===== config.mk =====
export PLATFORM = sky130hd
export DESIGN_NAME = som_status_mux
export DESIGN_NICKNAME = d
export VERILOG_FILES = /design/src/rtl/som_pkg.sv /design/src/rtl/som_status_mux.sv /design/src/rtl/som_pulse.sv /design/src/rtl/som_sat_flag.sv
export SDC_FILE = /design/constraint.sdc
export NUM_CORES = 1
export LEC_CHECK = 0
export BUFFER_PORTS_ARGS = -buffer_cell sky130_fd_sc_hd__buf_4
export CAP_MARGIN = 20
export CELL_PAD_IN_SITES_DETAIL_PLACEMENT = 0
export CELL_PAD_IN_SITES_GLOBAL_PLACEMENT = 2
export CORE_UTILIZATION = 35
export DETAILED_ROUTE_END_ITERATION = 8
export PLACE_DENSITY_LB_ADDON = 0.1
export RECOVER_POWER = 25
export SYNTH_ARGS = -nofsm -noshare
export SYNTH_HDL_FRONTEND = slang
export SYNTH_HIERARCHICAL = 1
export SYNTH_SLANG_ARGS = --single-unit

===== constraint.sdc =====
create_clock -name clk -period 2.69 [get_ports clk]
set_input_delay 0.269 -clock clk [delete_from_list [all_inputs] [get_ports clk]]
set_output_delay 0.269 -clock clk [all_outputs]
set_load 0.005 [all_outputs]

===== src/rtl/som_pkg.sv =====
package som_pkg;

  // Core clock of the status logic, 125 MHz
  localparam int CLK_PERIOD_NS = 8;

  // Nominal pulse and gap lengths in nanoseconds
  localparam int TXQ_DONE_NS   = 480;
  localparam int FILT_RDY_NS   = 65;
  localparam int ADC_RDY_NS    = 30;
  localparam int OFFSET_UPD_NS = 30;
  localparam int TRACK_CNT_NS  = 30;
  localparam int SOI_GAP_NS    = 400;
  localparam int DEC_GAP_NS    = 400;
  localparam int RF_AGAIN_NS   = 30;

  // Least time in whole cycles, never below one
  function automatic int ns_to_cyc(input int ns);
    int r;
    r = (ns + CLK_PERIOD_NS - 1) / CLK_PERIOD_NS;
    return (r < 1) ? 1 : r;
  endfunction

  localparam int TXQ_DONE_CYC   = ns_to_cyc(TXQ_DONE_NS);
  localparam int FILT_RDY_CYC   = ns_to_cyc(FILT_RDY_NS);
  localparam int ADC_RDY_CYC    = ns_to_cyc(ADC_RDY_NS);
  localparam int OFFSET_UPD_CYC = ns_to_cyc(OFFSET_UPD_NS);
  localparam int TRACK_CNT_CYC  = ns_to_cyc(TRACK_CNT_NS);
  localparam int SOI_GAP_CYC    = ns_to_cyc(SOI_GAP_NS);
  localparam int DEC_GAP_CYC    = ns_to_cyc(DEC_GAP_NS);
  localparam int RF_AGAIN_CYC   = ns_to_cyc(RF_AGAIN_NS);

  // Channel counts and field positions
  localparam int NUM_RX  = 2;
  localparam int NUM_TX  = 2;
  localparam int AUX_MSB = 11;
  localparam int AUX_LSB = 4;

  // Select codes
  localparam logic [7:0] SEL_GAIN_CTL = 8'h0C;
  localparam logic [7:0] SEL_TXQ_RF   = 8'h0D;
  localparam logic [7:0] SEL_BB_CAL   = 8'h0E;
  localparam logic [7:0] SEL_AGC_CH1  = 8'h0F;
  localparam logic [7:0] SEL_AGC_CH2  = 8'h10;
  localparam logic [7:0] SEL_AUX      = 8'h11;
  localparam logic [7:0] SEL_PWR_CH1  = 8'h12;
  localparam logic [7:0] SEL_PWR_CH2  = 8'h13;
  localparam logic [7:0] SEL_OVF_CH2  = 8'h14;
  localparam logic [7:0] SEL_TRK_CH1  = 8'h15;
  localparam logic [7:0] SEL_IDX_CH1  = 8'h16;
  localparam logic [7:0] SEL_IDX_CH2  = 8'h17;
  localparam logic [7:0] SEL_TRK_CH2  = 8'h18;

  localparam logic [7:0] OUT_RST = 8'h00;

  typedef enum logic [1:0] {
    GM_MANUAL,
    GM_SLOW,
    GM_FAST,
    GM_HYBRID
  } som_gain_mode_t;

  // Per receive channel status from the gain and offset logic
  typedef struct packed {
    logic [2:0] auto_gain_fsm_state;
    logic       gain_locked;
    logic       energy_lost;
    logic       stronger_signal;
    logic       peak_reset;
    logic       digital_overload;
    logic       gain_changed;
    logic [6:0] gain_index;
    logic       signal_strength_valid;
    logic [1:0] rf_offset_cal_fsm_state;
    logic       filter_power_event;
    logic       adc_power_event;
    logic       power_above_thresh;
    logic       offset_word_event;
    logic       offset_count_event;
    logic       offset_calc_active;
    logic       dec_power_word_ok;
    logic       gain_update_expired;
  } som_rx_t;

  // Per transmit channel status
  typedef struct packed {
    logic [1:0] quad_cal_state;
    logic       quad_cal_finished;
    logic [6:0] overflow;
  } som_tx_t;

  // Device wide configuration and status
  typedef struct packed {
    som_gain_mode_t gain_mode;
    logic           freeze_bits_set;
    logic           adc_power_for_agc;
    logic           rf_offset_cal_running;
    logic           baseband_offset_cal_running;
    logic [11:0]    aux_result;
  } som_cfg_t;

endpackage


===== src/rtl/som_status_mux.sv =====
`timescale 1ns/1ps
////////////////////////////////////////////////////////////////////////////////
// Operation
// - Gain hold output high when freeze settings active after gain locked.
// - Saturation flag sticky until gain change; low during peak reset.
// - Select 0x0D: transmit quadrature cal state per channel on 7:6, 3:2.
// - Quadrature cal completion gives one pulse of about 480 ns.
// - Select 0x0D: output 4 high while RF offset cal runs.
// - Select 0x0E: output 4 for baseband cal, pulse again in RF phase.
// - Select 0x0F: ch1 Auto_gain_fsm_state, peak resets, ch1 RF cal state.
// - Select 0x10: ch2 Auto_gain_fsm_state, strength valid flags, ch2 RF cal state.
// - Select 0x11: auxiliary converter bits 11:4 on outputs 7:0.
// - Select 0x12: filter power ready pulse of about 65 ns on output 7.
// - Converter power ready pulses on output 3 when used by AGC.
// - Selects 0x12/0x13: lock, energy lost, stronger, Auto_gain_fsm_state per channel.
// - Select 0x14: ch2 overflow flags on 7:1, output 0 zero.
// - Wanted signal flag follows threshold; manual high; low gaps slow/hybrid.
// - Fast AGC: wanted signal flag low until lock, then threshold.
// - Offset word update pulses about 30 ns per update.
// - Offset measuring high while computing, low during gain change.
// - Tracking count done pulses about 30 ns when count reached.
// - Select 0x15: ch1 tracking flags on 7:4, outputs 3:0 zero.
// - Select 0x16: ch1 lock and seven-bit gain index.
// - Select 0x17: ch2 lock and seven-bit gain index.
// - Select 0x18: ch2 tracking flags on 7:4, decimated power valid on 3.
// - Overflow flags follow their stage's overflow condition.
// - Peak reset flags high while peak detectors held in reset.
// - Decimated power valid; manual high; low pulse on AGC gain change.
module som_status_mux
  import som_pkg::*;
(
  input  logic                    clk,
  input  logic                    rst_b,
  input  logic [7:0]              output_select,
  input  som_cfg_t                cfg,
  input  som_rx_t  [NUM_RX-1:0]   rx_in,
  input  som_tx_t  [NUM_TX-1:0]   tx_in,
  input  logic                    ctl_in2_pin,
  output logic [7:0]              ctl_out
);

  typedef struct packed {
    logic [7:0] out;
    logic       in2_meta;
    logic       in2_sync;
    logic       in2_prev;
    logic       rf_prev;
  } som_top_st_t;

  som_top_st_t st_reg;
  som_top_st_t st_next;

  ////////////////////////////////////////////////////////////////////////////
  // Derived per channel flags

  logic [NUM_RX-1:0] filt_rdy;
  logic [NUM_RX-1:0] adc_rdy;
  logic [NUM_RX-1:0] rf_offset_word_updated;
  logic [NUM_RX-1:0] offset_tracking_count_done;
  logic [NUM_RX-1:0] soi_gap;
  logic [NUM_RX-1:0] dec_gap;
  logic [NUM_RX-1:0] dig_sat;
  logic [NUM_RX-1:0] wanted_signal_present;
  logic [NUM_RX-1:0] rf_offset_measuring;
  logic [NUM_RX-1:0] dec_power_valid;
  logic [NUM_TX-1:0] quad_done_pulse;
  logic              in2_rise;
  logic              rf_again;
  logic              gain_hold;
  logic              manual_gain_mode;

  assign manual_gain_mode = (cfg.gain_mode == GM_MANUAL);

  // Hybrid gap starts on the synchronised control input edge
  assign in2_rise = st_reg.in2_sync & ~st_reg.in2_prev;

  // Hold only counts once a gain has locked
  assign gain_hold = cfg.freeze_bits_set &
                     (rx_in[0].gain_locked | rx_in[1].gain_locked);

  genvar gi;
  generate
    for (gi = 0; gi < NUM_RX; gi++)
    begin : g_rx
      logic soi_trig;

      // Gap trigger depends on the gain mode; fast mode uses lock instead
      assign soi_trig = (cfg.gain_mode == GM_SLOW)
                        ? rx_in[gi].gain_update_expired
                        : ((cfg.gain_mode == GM_HYBRID) ? in2_rise : 1'b0);

      som_pulse #(.LEN(FILT_RDY_CYC)) u_filt (
        .clk   (clk),
        .rst_b (rst_b),
        .trig  (rx_in[gi].filter_power_event),
        .pulse (filt_rdy[gi])
      );

      som_pulse #(.LEN(ADC_RDY_CYC)) u_adc (
        .clk   (clk),
        .rst_b (rst_b),
        .trig  (rx_in[gi].adc_power_event & cfg.adc_power_for_agc),
        .pulse (adc_rdy[gi])
      );

      som_pulse #(.LEN(OFFSET_UPD_CYC)) u_upd (
        .clk   (clk),
        .rst_b (rst_b),
        .trig  (rx_in[gi].offset_word_event),
        .pulse (rf_offset_word_updated[gi])
      );

      som_pulse #(.LEN(TRACK_CNT_CYC)) u_trk (
        .clk   (clk),
        .rst_b (rst_b),
        .trig  (rx_in[gi].offset_count_event),
        .pulse (offset_tracking_count_done[gi])
      );

      som_pulse #(.LEN(SOI_GAP_CYC)) u_soi (
        .clk   (clk),
        .rst_b (rst_b),
        .trig  (soi_trig),
        .pulse (soi_gap[gi])
      );

      som_pulse #(.LEN(DEC_GAP_CYC)) u_dec (
        .clk   (clk),
        .rst_b (rst_b),
        .trig  (rx_in[gi].gain_changed & ~manual_gain_mode),
        .pulse (dec_gap[gi])
      );

      som_sat_flag u_sat (
        .clk          (clk),
        .rst_b        (rst_b),
        .overload     (rx_in[gi].digital_overload),
        .gain_changed (rx_in[gi].gain_changed),
        .peak_reset   (rx_in[gi].peak_reset),
        .sat          (dig_sat[gi])
      );

      // Manual always present; fast waits for lock; others gap on update
      assign wanted_signal_present[gi] =
        manual_gain_mode ? 1'b1 :
        (cfg.gain_mode == GM_FAST)
          ? (rx_in[gi].gain_locked & rx_in[gi].power_above_thresh)
          : (rx_in[gi].power_above_thresh & ~soi_gap[gi]);

      // Dropped on the change itself and through the settling gap
      assign rf_offset_measuring[gi] = rx_in[gi].offset_calc_active &
                                       ~rx_in[gi].gain_changed &
                                       ~dec_gap[gi];

      assign dec_power_valid[gi] = manual_gain_mode |
        (rx_in[gi].dec_power_word_ok & ~dec_gap[gi]);
    end

    for (gi = 0; gi < NUM_TX; gi++)
    begin : g_tx
      som_pulse #(.LEN(TXQ_DONE_CYC)) u_done (
        .clk   (clk),
        .rst_b (rst_b),
        .trig  (tx_in[gi].quad_cal_finished),
        .pulse (quad_done_pulse[gi])
      );
    end
  endgenerate

  // Second baseband output pulse marks the start of the RF phase
  som_pulse #(.LEN(RF_AGAIN_CYC)) u_rf_again (
    .clk   (clk),
    .rst_b (rst_b),
    .trig  (cfg.rf_offset_cal_running & ~st_reg.rf_prev),
    .pulse (rf_again)
  );

  ////////////////////////////////////////////////////////////////////////////
  // Output selection; one register stage so pins never glitch on a switch

  always_comb
  begin
    st_next          = st_reg;
    st_next.in2_meta = ctl_in2_pin;
    st_next.in2_sync = st_reg.in2_meta;
    st_next.in2_prev = st_reg.in2_sync;
    st_next.rf_prev  = cfg.rf_offset_cal_running;
    case (output_select)
      SEL_GAIN_CTL:
        st_next.out = {rx_in[0].energy_lost, rx_in[0].peak_reset,
                       rx_in[1].energy_lost, rx_in[1].peak_reset,
                       gain_hold, dig_sat[0], dig_sat[1], 1'b0};
      SEL_TXQ_RF:
        st_next.out = {tx_in[0].quad_cal_state, quad_done_pulse[0],
                       cfg.rf_offset_cal_running,
                       tx_in[1].quad_cal_state, quad_done_pulse[1],
                       1'b0};
      SEL_BB_CAL:
        st_next.out = {3'h0,
                       cfg.baseband_offset_cal_running | rf_again,
                       4'h0};
      SEL_AGC_CH1:
        st_next.out = {rx_in[0].auto_gain_fsm_state,
                       rx_in[0].peak_reset, rx_in[1].peak_reset,
                       rx_in[0].rf_offset_cal_fsm_state, 1'b0};
      SEL_AGC_CH2:
        st_next.out = {rx_in[1].auto_gain_fsm_state,
                       rx_in[1].signal_strength_valid,
                       rx_in[0].signal_strength_valid,
                       rx_in[1].rf_offset_cal_fsm_state, 1'b0};
      SEL_AUX:
        st_next.out = cfg.aux_result[AUX_MSB:AUX_LSB];
      SEL_PWR_CH1:
        st_next.out = {filt_rdy[0], rx_in[0].gain_locked,
                       rx_in[0].energy_lost, rx_in[0].stronger_signal,
                       adc_rdy[0], rx_in[0].auto_gain_fsm_state};
      SEL_PWR_CH2:
        st_next.out = {filt_rdy[1], rx_in[1].gain_locked,
                       rx_in[1].energy_lost, rx_in[1].stronger_signal,
                       adc_rdy[1], rx_in[1].auto_gain_fsm_state};
      SEL_OVF_CH2:
        st_next.out = {tx_in[1].overflow, 1'b0};
      SEL_TRK_CH1:
        st_next.out = {wanted_signal_present[0], rf_offset_word_updated[0],
                       rf_offset_measuring[0],
                       offset_tracking_count_done[0], 4'h0};
      SEL_IDX_CH1:
        st_next.out = {rx_in[0].gain_locked, rx_in[0].gain_index};
      SEL_IDX_CH2:
        st_next.out = {rx_in[1].gain_locked, rx_in[1].gain_index};
      SEL_TRK_CH2:
        st_next.out = {wanted_signal_present[1], rf_offset_word_updated[1],
                       rf_offset_measuring[1],
                       offset_tracking_count_done[1], dec_power_valid[1],
                       1'b0, dec_power_valid[0], 1'b0};
      default:
        st_next.out = OUT_RST; // Groups outside this block read zero
    endcase
  end

  always_ff @(posedge clk or negedge rst_b)
  begin
    if (!rst_b)
      st_reg <= '0;
    else
      st_reg <= st_next;
  end

  assign ctl_out = st_reg.out;
endmodule


===== src/rtl/som_pulse.sv =====
`timescale 1ns/1ps
// Stretches a one-cycle event into a pulse of LEN cycles
module som_pulse
  import som_pkg::*;
#(
  parameter int LEN = 4
)(
  input  logic clk,
  input  logic rst_b,
  input  logic trig,
  output logic pulse
);

  localparam int CW = $clog2(LEN + 1);

  typedef struct packed {
    logic [CW-1:0] cnt;
    logic          out;
  } som_pulse_st_t;

  som_pulse_st_t st_reg;
  som_pulse_st_t st_next;

  // A new event restarts the pulse, so close events merge
  always_comb
  begin
    st_next = st_reg;
    if (trig)
    begin
      st_next.out = 1'b1;
      st_next.cnt = CW'(LEN - 1);
    end
    else if (st_reg.cnt != '0)
    begin
      st_next.cnt = st_reg.cnt - 1'b1;
    end
    else
    begin
      st_next.out = 1'b0;
    end
  end

  always_ff @(posedge clk or negedge rst_b)
  begin
    if (!rst_b)
      st_reg <= '0;
    else
      st_reg <= st_next;
  end

  assign pulse = st_reg.out;
endmodule


===== src/rtl/som_sat_flag.sv =====
`timescale 1ns/1ps
// Sticky digital saturation flag of one receive channel
module som_sat_flag
  import som_pkg::*;
(
  input  logic clk,
  input  logic rst_b,
  input  logic overload,
  input  logic gain_changed,
  input  logic peak_reset,
  output logic sat
);

  typedef struct packed {
    logic flag;
  } som_sat_st_t;

  som_sat_st_t st_reg;
  som_sat_st_t st_next;

  // Gain change clears; peak reset keeps it low even if overload remains
  always_comb
  begin
    st_next = st_reg;
    if (gain_changed || peak_reset)
      st_next.flag = 1'b0;
    else if (overload)
      st_next.flag = 1'b1;
  end

  always_ff @(posedge clk or negedge rst_b)
  begin
    if (!rst_b)
      st_reg <= '0;
    else
      st_reg <= st_next;
  end

  assign sat = st_reg.flag;
endmodule


==> results summary <==
Input and output buffers added on the ports amount to 99. The remaining global-route overflow is 0. The fraction of layout instances using a drive strength above 1 came out at a little under a quarter. The largest fanout on the critical path came out at 3.

The worst path arrival time is 1970 ps. The total count of hold-check failures in the final report is 0. The setup violation total in the final timing report is 0. By area the synthesized netlist is led by sky130_fd_sc_hd__dfrtp_1, sky130_fd_sc_hd__ha_1, sky130_fd_sc_hd__mux2i_1, sky130_fd_sc_hd__inv_1, sky130_fd_sc_hd__nor2_1.

The fraction of post-synthesis cell area in the top cell type by area came out at 41.32%. The area taken by multi-input logic gates came out at 0.002997 mm2. For the final routed database, the setup TNS stands at 0 ps.

The buffer depth of the longest clock path came out at 2. The cell type group with the largest total delay on the critical path is simple AND/OR/NAND/NOR gates. The share of async-settable or async-resettable flops after synthesis came out at 100.0%.

The startpoint of the most critical register-to-register path is g_rx[0].u_soi/st_reg[1]$_DFFE_PN0P_. The synthesized netlist cell count came out at ~570. Measured against its own limit, the worst slew margin works out to 62.89%. The number of nets handed over by synthesis was 700. The largest single stage delay on the critical path is 480 ps.

The number of antenna repair diodes is 0. The count of hold buffers inserted by post-cts repair is 1. The detail-routed via count per cell is 5.025. During synthesis, Yosys emitted a total of 6 warnings. The number of global-route vias before repair is between 4k and 5k. The standard cell area after detailed placement is 0.006616 mm2.

Entering global routing, the biggest net connects 69 pins. The critical path starts at g_rx[0].u_soi/st_reg[1]$_DFFE_PN0P_. The number of antenna violations at the first check in global routing came to 0. At the pin with the least slew margin, the transition time is 554.6 ps. The least setup slack across all paths after layout came out at 959.2 ps. The critical path goes through inv_1 -> ha_1 -> or4b_4 -> or2_4 -> a21o_1.

The overall power after layout is about 4.8 mW. The number of vias in the routed layout came out at about 4.4k. The commonest register cell after synthesis is sky130_fd_sc_hd__dfrtp_1. Counting flops with a built-in enable in the synthesized netlist gives 0.

The final design utilization came out at 43.69%. The number of distinct library cells after synthesis came out at between 60 and 70. Across the run, the number of max-cap violations was 0. At the end of the flow, the number of nets in the layout was 791.

The largest voltage drop on the vdd net is 0.0003386 V. The required arrival time at the worst endpoint came out at 2930 ps. Counting the fill cells in the layout gives approximately 1.6k. The first global-routing pass estimated about 23 mm of wire. After floorplanning, the core was sized to cover 0.01589 mm2. The smallest clock period supported by the final layout is computed as between 1500 and 2000 ps. The count of clock tree sinks is 94.

STA classifies the critical path startpoint as a flip-flop. The maximum frequency from static timing analysis is between 500 and 600 MHz. The initial standard-cell utilization of the core came out at 35.84%.

The cell type contributing the most total cell area after synthesis is sky130_fd_sc_hd__dfrtp_1. Buffers added to address setup during post-CTS repair amount to 0. The CTS root buffer is sky130_fd_sc_hd__clkbuf_16. In this run the core area contains 46 standard-cell rows.

The path class of the tightest hold or removal check is input pin to flip-flop. The worst hold path begins at ctl_in2_pin. The placer congestion estimate is around 0.80. The flow ran to the end, and the final reports show no timing, DRC or antenna violations. The layout overhead on the synthesized area came out at 21.91%. Clock latency on the worst-skew pair, taken at its later pin, is 350 ps. The H-tree depth reported by CTS came out at 3. The register clock-pin slew on the reported worst setup and hold paths came out at 70 ps. A synthesized cell averages roughly 10 um2. The combined area of all synthesized cells came out at 0.005693 mm2.

The total count of max-transition violations in the final report is 0. The slowest stage of the critical path is the sky130_fd_sc_hd__or4b_4 cell. After layout, the worst path uses 64.34% of the clock period. Global routing used 18.14% of the available tracks across all layers. The number of buffers and inverters on the critical path is 1. Setup repair after global routing left no endpoint under its margin. The detail-routed net length per standard cell is 16.20 um. Power spread over the standard cell area amounts to 688.3 mW/mm2. The total clock buffers created by CTS came out at 9.

Timing analysis after detailed placement gives a worst setup slack of 714.7 ps. The detail route stage leaves a number of antenna-violating nets equal to 0. Measured along the y axis, the die boundary spans 129.5 um. The iteration count of the initial detailed-routing pass is 4. The analysis attributes to cell leakage a power of 3.173 nW. The area of all placed cells without fillers is 0.006940 mm2.

By startpoint and endpoint, the worst setup path is classified as flip-flop to flip-flop. The width of the chip came out at 129.5 um. Registers take 0.002352 mm2. The post-cts resize count came out at 0.

The count of boundary I/O pins is 111. On the final layout, the worst clock skew is 6.681 ps. After synthesis the netlist holds a flip-flop and latch count of 94.

The number of DRC markers in iteration 0 is 223. The HPWL reported at the end of detailed placement is 10.85 mm. The sequential fraction of the synthesis area is 41.32%.

TritonCTS built the clock tree. For this run, design rule violations remaining after detail routing come to 0. The total wire length came out at 14.24 mm. The area enclosed by the die boundary came out at 0.01678 mm2. The kind of capture point of the worst setup path is a flip-flop.
[per-layer routing]
layer	GRT usage, %	routed length [um]	vias up
li1	-	-	2205
met1	25.37	7084	2116
met2	28.43	6425	83
met3	4.005	576	13
met5	0	0	-
met4	4.446	155	0
[area by class of cell]
type / instances / share of cell area [%]
Tap cell: 216 / 3.894
Clock inverter: 5 / 1.172
Inverter: 55 / 2.975
Multi-Input combinational cell: 394 / 43.18
Timing Repair Buffer: 104 / 11.25
Sequential cell: 94 / 33.89
Clock buffer: 11 / 3.642
[power breakdown]
| part | switching, mW | internal, mW |
|---|---|---|
| Clock | 0.567 | 0.866 |
| Combinational | 0.635 | 0.692 |
| Sequential | 0.277 | 1.74 |
[worst reg2reg max path: stages (launching register included)]
cell                      delay [ps]
sky130_fd_sc_hd__dfrtp_1         400
sky130_fd_sc_hd__inv_1           110
sky130_fd_sc_hd__ha_1            190
sky130_fd_sc_hd__or4b_4          480
sky130_fd_sc_hd__or2_4           260
sky130_fd_sc_hd__a21o_1          180
[kinds of logic after synthesis]
| logic type | count (synthesis) | synth area share (%) |
|---|---|---|
| DFF | 94 | 41.32 |
| AOI/OAI and AO/OA | 127 | 16.24 |
| buffers and inverters | 79 | 5.956 |
| adders and majority gates | 30 | 6.593 |
| xor gates and xnor gates | 4 | 0.6155 |
| muxes | 35 | 6.747 |
| and+or+nand+nor | 198 | 22.53 |
[worst paths after layout]
check	depth (start not counted)	end	slack, ps
worst max-delay path	5	g_rx[0].u_soi/pulse$_DFFE_PN0P_	960
worst min register to register	0	st_reg[1]$_DFF_PN0_	380
worst max register to register	5	g_rx[0].u_soi/pulse$_DFFE_PN0P_	960
max in group asynchronous	3	g_rx[1].u_trk/st_reg[3]$_DFFE_PN0P_	1560
worst min-delay path	1	st_next[2]$_DFF_PN0_	50
min in group asynchronous	2	g_rx[1].u_soi/st_reg[4]$_DFFE_PN0P_	410
[per-stage QoR]
stage	std cells	hold slack [ps]
floorplan	567	-26.59
global route	879	27.17
detailed placement	862	239.2
CTS	879	14.29
global placement	862	232.1
finish	879	49.09
[placed cells by master, fill, tap and decap left out, types with 9 or more instances in the layout]
cell type | synthesis | layout
sky130_fd_sc_hd__nor2b_1 | 18 | 18
sky130_fd_sc_hd__a21oi_1 | 17 | 17
sky130_fd_sc_hd__clkbuf_16 | 0 | 9
sky130_fd_sc_hd__inv_1 | 55 | 55
sky130_fd_sc_hd__dfrtp_1 | 94 | 94
sky130_fd_sc_hd__ha_1 | 30 | 30
sky130_fd_sc_hd__nand2_1 | 21 | 21
sky130_fd_sc_hd__mux2i_1 | 26 | 26
sky130_fd_sc_hd__a21o_1 | 15 | 15
sky130_fd_sc_hd__buf_4 | 8 | 96
sky130_fd_sc_hd__nand2b_1 | 20 | 20
sky130_fd_sc_hd__a31oi_1 | 9 | 9
sky130_fd_sc_hd__nor2_1 | 34 | 34
sky130_fd_sc_hd__o211ai_1 | 10 | 10
sky130_fd_sc_hd__o31ai_1 | 10 | 10
[cell usage after synthesis, types with 8 or more instances]
master / count
sky130_fd_sc_hd__inv_1: 55
sky130_fd_sc_hd__mux2i_1: 26
sky130_fd_sc_hd__nand3_1: 8
sky130_fd_sc_hd__nand2b_1: 20
sky130_fd_sc_hd__buf_4: 8
sky130_fd_sc_hd__ha_1: 30
sky130_fd_sc_hd__dfrtp_1: 94
sky130_fd_sc_hd__a31oi_1: 9
sky130_fd_sc_hd__or3_1: 8
sky130_fd_sc_hd__nand2_1: 21
sky130_fd_sc_hd__o31ai_1: 10
sky130_fd_sc_hd__a21oi_1: 17
sky130_fd_sc_hd__o211ai_1: 10
sky130_fd_sc_hd__a21o_1: 15
sky130_fd_sc_hd__nor2b_1: 18
sky130_fd_sc_hd__nor2_1: 34
No activity file was read; power rests on OpenSTA's default activity.
